[src/core/pwr_seq_pkg.sv]
// constants and types shared by the reset and power-down sequencer
package pwr_seq_pkg;
  // ---------------------------------------------------------------
  // timing
  // ---------------------------------------------------------------
  localparam int CLK_PERIOD_NS = 20;
  // default wake delay in microseconds, standing in for the capacitor
  localparam int WAKE_DELAY_US = 100;
  localparam int WAKE_DELAY_CYC = (WAKE_DELAY_US * 1000) / CLK_PERIOD_NS;
  localparam int WAKE_CNT_W = 16;
  // ---------------------------------------------------------------
  // asynchronous pin lanes
  // ---------------------------------------------------------------
  localparam int NUM_PINS = 4;
  localparam int PIN_RESET = 0;
  localparam int PIN_NMI = 1;
  localparam int PIN_TEST = 2;
  localparam int PIN_DELAY = 3;
  // synchroniser reset levels: reset pin low, test select idle high
  localparam logic [NUM_PINS-1:0] SYNC_RESET = 4'h4;
  // ---------------------------------------------------------------
  // sequencer states
  // ---------------------------------------------------------------
  typedef enum logic [3:0] {
    ST_RESET = 4'b0001,
    ST_RUN = 4'b0010,
    ST_SLEEP = 4'b0100,
    ST_WAKE = 4'b1000
  } seq_state_t;
endpackage

[src/core/wake_timer_if.sv]
// carrier between sequencer and wake delay timer
`timescale 1ns/10ps
`default_nettype none
interface wake_timer_if;
  logic start;
  logic done;
  modport seq (output start, input done);
  modport tmr (input start, output done);
endinterface
`default_nettype wire

[src/core/reset_powerdown_sequencer.sv]
// reset and power-down sequencer for the microcontroller core
`timescale 1ns/10ps
`default_nettype none
module reset_powerdown_sequencer
  import pwr_seq_pkg::*;
#(
  parameter int DelayCyc = WAKE_DELAY_CYC
) (
  input wire logic clk,
  input wire logic rst,
  input wire logic resetInN,
  input wire logic nmiIn,
  input wire logic testModeN,
  input wire logic sleepRequestBit,
  input wire logic haltExec,
  input wire logic nmiTaken,
  input wire logic delayPinIn,
  output logic delayPinOut,
  output logic delayPinOe,
  output logic resetOut,
  output logic coreReset,
  output logic busAbort,
  output logic clockEnable,
  output logic sleeping,
  output logic nmiPending,
  output logic pinsFloat
);
  // ---------------------------------------------------------------
  // input synchronisers
  // ---------------------------------------------------------------
  logic [NUM_PINS-1:0] pinRaw;
  logic [NUM_PINS-1:0] pinSync;
  logic resLow;
  logic nmiHigh;
  logic testSelN;
  logic delayCharged;

  // gather the asynchronous pins, one lane each
  always_comb begin
    pinRaw = '0;
    pinRaw[PIN_RESET] = resetInN;
    pinRaw[PIN_NMI] = nmiIn;
    pinRaw[PIN_TEST] = testModeN;
    pinRaw[PIN_DELAY] = delayPinIn;
  end

  // two flops per pin, first stage read only by the second
  for (genvar i = 0; i < NUM_PINS; i++) begin : g_sync
    logic [1:0] stage_q;
    always_ff @(posedge clk or posedge rst) begin
      if (rst) begin
        stage_q <= {2{SYNC_RESET[i]}};
      end else begin
        stage_q <= {stage_q[0], pinRaw[i]};
      end
    end
    assign pinSync[i] = stage_q[1];
  end

  // synchronised levels; reset reads as asserted until proven high
  assign resLow = ~pinSync[PIN_RESET];
  assign nmiHigh = pinSync[PIN_NMI];
  assign testSelN = pinSync[PIN_TEST];
  assign delayCharged = pinSync[PIN_DELAY];

  // ---------------------------------------------------------------
  // sequencer
  // ---------------------------------------------------------------
  seq_state_t state_q;
  seq_state_t state_d;
  logic nmiLatch_q;
  wake_timer_if wt ();

  // ---------------------------------------------------------------
  // decoded events
  // ---------------------------------------------------------------
  logic sleepEntry;
  logic wakeEvent;
  logic wakeDone;
  logic resetGone;

  // halt with the request bit set is the only road into sleep
  assign sleepEntry = sleepRequestBit && haltExec;
  // a remembered nmi is the only wake source besides reset
  assign wakeEvent = nmiLatch_q;
  // timer end, only heeded in the wake state
  assign wakeDone = wt.done;
  // reset pin seen high again: leave reset at once, no delay wait
  assign resetGone = !resLow;

  // next-state logic
  always_comb begin
    state_d = state_q;
    wt.start = 1'b0;
    case (state_q)
      ST_RESET: begin
        if (resetGone) begin
          state_d = ST_RUN;
        end
      end
      ST_RUN: begin
        if (sleepEntry) begin
          state_d = ST_SLEEP;
        end
      end
      ST_SLEEP: begin
        if (wakeEvent) begin
          state_d = ST_WAKE;
          wt.start = 1'b1;
        end
      end
      ST_WAKE: begin
        if (wakeDone) begin
          state_d = ST_RUN;
        end
      end
      default: begin
        state_d = ST_RESET;
      end
    endcase
    if (resLow) begin
      state_d = ST_RESET;
      wt.start = 1'b0;
    end
  end

  // state register
  // one-hot state, reset lands in the reset state
  always_ff @(posedge clk or posedge rst) begin
    if (rst) begin
      state_q <= ST_RESET;
    end else begin
      state_q <= state_d;
    end
  end

  // nmi latch, set wins over the nmiTaken clear, the reset pin clear wins over set
  always_ff @(posedge clk or posedge rst) begin
    if (rst) begin
      nmiLatch_q <= 1'b0;
    end else if (resLow) begin
      nmiLatch_q <= 1'b0;
    end else if (nmiHigh) begin
      nmiLatch_q <= 1'b1;
    end else if (nmiTaken) begin
      nmiLatch_q <= 1'b0;
    end
  end

  // wake delay counter
  // every start pulse clears the count, so a wake cut by reset leaves no stale count
  wake_delay_timer #(
    .DelayCyc(DelayCyc)
  ) i_wake_delay_timer (
    .clk(clk),
    .rst(rst),
    .pinHigh(delayCharged),
    .tmr(wt)
  );

  // ---------------------------------------------------------------
  // registered outputs
  // ---------------------------------------------------------------
  // reset indicator and bus abort track the reset input
  always_ff @(posedge clk or posedge rst) begin
    if (rst) begin
      resetOut <= 1'b1;
      coreReset <= 1'b1;
      busAbort <= 1'b1;
    end else begin
      resetOut <= resLow || state_d == ST_RESET;
      coreReset <= state_d == ST_RESET;
      busAbort <= resLow;
    end
  end

  // clock gating and sleep status
  always_ff @(posedge clk or posedge rst) begin
    if (rst) begin
      clockEnable <= 1'b0;
      sleeping <= 1'b0;
      nmiPending <= 1'b0;
    end else begin
      clockEnable <= state_d == ST_RUN;
      sleeping <= state_d == ST_SLEEP || state_d == ST_WAKE;
      nmiPending <= nmiLatch_q;
    end
  end

  // test-mode float, caught while reset is active
  // the level seen last before reset lifts is kept afterwards
  always_ff @(posedge clk or posedge rst) begin
    if (rst) begin
      pinsFloat <= 1'b0;
    end else if (resLow) begin
      pinsFloat <= ~testSelN;
    end
  end

  // delay pin: driven low to discharge cap except while timing a wake
  // released only in the wake state so the capacitor can charge
  always_ff @(posedge clk or posedge rst) begin
    if (rst) begin
      delayPinOut <= 1'b0;
      delayPinOe <= 1'b1;
    end else begin
      delayPinOut <= 1'b0;
      delayPinOe <= state_d != ST_WAKE;
    end
  end
endmodule
`default_nettype wire

[src/core/wake_delay_timer.sv]
// counts the power-down exit delay once started
`timescale 1ns/10ps
`default_nettype none
module wake_delay_timer
  import pwr_seq_pkg::*;
#(
  parameter int DelayCyc = WAKE_DELAY_CYC
) (
  input wire logic clk,
  input wire logic rst,
  input wire logic pinHigh,
  wake_timer_if.tmr tmr
);
  logic [WAKE_CNT_W-1:0] count_q;
  logic running_q;

  // ---------------------------------------------------------------
  // delay counter, ends at count or when capacitor pin reads charged
  // ---------------------------------------------------------------
  always_ff @(posedge clk or posedge rst) begin
    if (rst) begin
      count_q <= '0;
      running_q <= 1'b0;
      tmr.done <= 1'b0;
    end else begin
      tmr.done <= 1'b0;
      if (tmr.start) begin
        count_q <= '0;
        running_q <= 1'b1;
      end else if (running_q) begin
        if (count_q == WAKE_CNT_W'(DelayCyc - 1) || pinHigh) begin
          running_q <= 1'b0;
          tmr.done <= 1'b1;
        end else begin
          count_q <= count_q + 1'b1;
        end
      end
    end
  end
endmodule
`default_nettype wire

[config.mk]
export PLATFORM = sky130hd
export DESIGN_NAME = reset_powerdown_sequencer
export DESIGN_NICKNAME = d
export VERILOG_FILES = /design/src/core/pwr_seq_pkg.sv /design/src/core/wake_timer_if.sv /design/src/core/reset_powerdown_sequencer.sv /design/src/core/wake_delay_timer.sv
export SDC_FILE = /design/constraint.sdc
export NUM_CORES = 1
export LEC_CHECK = 0
export ABC_AREA = 1
export BUFFER_PORTS_ARGS = -buffer_cell sky130_fd_sc_hd__buf_4
export CORE_MARGIN = 1.5
export CORE_UTILIZATION = 30
export CTS_CLUSTER_SIZE = 16
export DETAILED_ROUTE_END_ITERATION = 16
export GPL_TIMING_DRIVEN = 0
export PLACE_DENSITY = 0.45
export SYNTH_ARGS = -nofsm -noshare
export SYNTH_HDL_FRONTEND = slang
export SYNTH_SLANG_ARGS = --single-unit
[constraint.sdc]
create_clock -name clk -period 1.4 [get_ports clk]
set_clock_uncertainty 0.15 [all_clocks]
set_input_delay 0.28 -clock clk [delete_from_list [all_inputs] [get_ports clk]]
set_output_delay 0.28 -clock clk [all_outputs]
set_load 0.02 [all_outputs]
==> impl_metrics.ini <==
[floorplanning]
die_w_um = 83.5
rows = 29
initial_utilization_pct = 30.8
coreArea_um2 = 6310
dieArea_um2 = 6960
floorplan.die.height_um = 83.5
io_pins = 18

[synth]
synthMuxAreaShare_pct = 0
synthXorXnorAreaFrac_pct = 3.16
yosysWarnings = 0
ys_seq_area_share_pct = 50.7
syn-num-nets = 240
synth_edf_count = 0
synth_top_family_by_area = simple AND/OR/NAND/NOR gates
syn_avg_cell_area_um2 = 8.44
synth-adder-area-share_pct = 0.644
synth_compound_area_share_pct = 2.19
synth.top_cell.area_share_pct = 41.2
yosysMostFrequentCell = nand2_1
synth_ff_type = dfrtp_1
synthArstFlopShare_pct = 100
synthSimpleGateAreaFrac_pct = 36.5
synth_cells = 230
ys_top_cells_by_count = nand2_1 (63), nor2_1 (35), dfrtp_1 (32)
yosysUniqueCellTypes = 28
yosys_register_bits = 39
netlist_top_cells_area = dfrtp_1 (41%), nand2_1 (12%), dfstp_2 (9.5%)
yosysTopAreaCell = dfrtp_1
synth_area_um2 = 1940

[critical_path]
crit_family = simple AND/OR/NAND/NOR gates
r2r_setup_slack_ns = -0.19
timing_worst_setup_path_type = flip-flop to flip-flop
start_kind = flip-flop
endpoint_kind = flip-flop
cp_max_fo = 5
crit_chain = ha_4 -> nand3_2 -> nor2_2 -> nand2_2 -> nand3_4 -> clkbuf_16 -> nand3_2 -> nand2_1
crit_path_max_incr_delay_ns = 0.42
cp.arrival_ns = 1.63
worst_ep_required_time_ns = 1.45
crit_top_cell = nand3_2
path_buf_inv = 1
cp_slowest_cell = dfrtp_1

[sta]
setup_ws_ns = -0.185
whs_ns = -0.00280
maxSlewHeadroom_pct = 43.6
tightest_slew_ns = 0.845
fmax_mhz = 631
setup_violations = 18
rsz0062_at_grt = yes
fin_crit_ns = 1.59
finalHoldViolations = 6
slew_violations = 0
finalCritPeriodShare_pct = 113

[clocking]
htreeDepth = 2
tritoncts = built
worstSkewPairLatency_ns = 0.30
max-clock-path-buffers = 2
root_buffer = clkbuf_8
cts.sinks = 39
path_clk_slew_ns = 0.09
cts_buffers = 5

[power]
p_leak_nw = 1.29
ir_worst_vdd_v = 0.000528
p_per_area_nw_per_um2 = 1110

[placed_design]
place_area_um2 = 2180
io_buffers = 16
place_congestion = 0.757
hpwl_um = 2900
dp_cells = 323

[drt]
finalWirelength_um = 4870
dr.pass1.iters = 4
route.detailed.wl_per_inst_um = 13.4
routed_via_density = 4.68
drt_first_iter_violations = 74
drc_errors = 0
drtAntennaViolNets = 0
vias = 1703

[finish]
fill_cells = 648
design_area_um2 = 2780
diodes = 0
largest_reg_flops = 16
drive_above_1_share_pct = 43.2
final_nets = 296
seqCellArea_um2 = 997
syn_to_final_growth_pct = 42.9
multi_input_area_um2 = 1020
top_regs = i_wake_delay_timer.count_q (16), g_sync.stage_q (8), state_q (4)
final_cells = 364
top_register = i_wake_delay_timer.count_q

[status]
violations = negative hold slack, negative setup slack
outcome = finished with violations

[flow_run]
drv_cap = 0

[global_routing]
track_usage_pct = 13.6
grt_max_degree = 40
grt_pass1_wl_um = 7470
grt_pass1_vias = 1505
overflow = 0
grt_antenna_before_repair = 0

[worst_hold_path]
hp-class = primary input to asynchronous set/reset pin
## cells by family after synthesis
logic type	Yosys count
simple gates	151
flops	39
buf+inv	24
compound gates	7
xor+xnor	7
fa+ha+maj	1
other cells	1
## power by group
group | switching (mW) | internal [mW]
Sequential | 0.107 | 1.29
Combinational | 0.388 | 0.316
Clock | 0.445 | 0.531
Total | 0.940 | 2.13
## worst paths after layout
path / startpoint / end / depth (start not counted)
hold / removal: rst / i_wake_delay_timer.count_q[8] / 2
setup reg to reg: i_wake_delay_timer.count_q[0] / i_wake_delay_timer.count_q[2] / 8
min in group clk: nmiTaken / nmiLatch_q / 4
setup / recovery: i_wake_delay_timer.count_q[0] / i_wake_delay_timer.count_q[2] / 8
max in group asynchronous: rst / state_q[1] / 2
hold reg to reg: g_sync[3].stage_q[0] / g_sync[3].stage_q[1] / 0
## worst reg2reg max path: cells and delay by family, from the launching register on
kind	cells	cell delay, ns
buffers and inverters	1	0.21
adder cells (fa/ha/maj)	1	0.20
flip-flops	1	0.42
AND/OR/NAND/NOR	6	0.51
## layout by cell type, fill, tap and decap left out, drive strengths merged
master       instances
clkbuf               7
nand2               68
inv                 18
nor2                40
xnor2                1
conb                 1
nand4                8
dfstp                7
dlygate4sd3          4
ha                   1
clkinv               3
o21ai                2
dfrtp               32
o21bai               3
xor2                 6
a21oi                2
buf                 46
nor3                 2
bufinv               1
nand3               35
## per-stage QoR
| stage | util [%] | setup TNS [ns] | worst slack [ns] | power (mW) |
|---|---|---|---|---|
| 2_1_floorplan | - | -0.652 | -0.0460 | 1.74 |
| 3_3_place_gp | 34.6 | -24.40 | -0.564 | 1.91 |
| 3_5_place_dp | 34.6 | -4.59 | -0.284 | 1.92 |
| 4_1_cts | 38.6 | -2.24 | -0.162 | 2.96 |
| 5_1_grt | 44.0 | -3.74 | -0.236 | 3.24 |
| 6_report | 44.0 | -2.70 | -0.185 | 3.07 |
## area by class of cell
| cell class | instances | area share, % |
|---|---|---|
| buffer | 5 | 2.30 |
| tap | 77 | 3.47 |
| clock buffer | 5 | 2.48 |
| timing repair buffer | 47 | 14.7 |
| sequential | 39 | 35.9 |
| multi-input combinational | 169 | 36.7 |
| clock inverter | 3 | 1.58 |
| inverter | 19 | 2.84 |
## metal layers
| layer | up-vias | part of all wire, % | wire length, µm | track usage [%] |
|---|---|---|---|---|
| met1 | 829 | 47 | 2300 | 18.3 |
| li1 | 845 | - | - | - |
| met4 | 0 | 1.4 | 70 | 4.92 |
| met3 | 7 | 3.2 | 158 | 4.25 |
| met5 | - | 0 | 0 | 0 |
| met2 | 22 | 48 | 2340 | 20.8 |
## repair_timing
| action | in CTS | in global routing |
|---|---|---|
| hold buffers | 4 | 0 |
| setup endpoints to repair | 18 | 25 |
| pin swaps | 1 | 17 |
| hold endpoints to repair | 4 | 0 |
| cloned | 0 | 3 |
| resized for setup | 12 | 45 |
| buffers inserted | 9 | 17 |
Power figures use the tool's default switching activity.
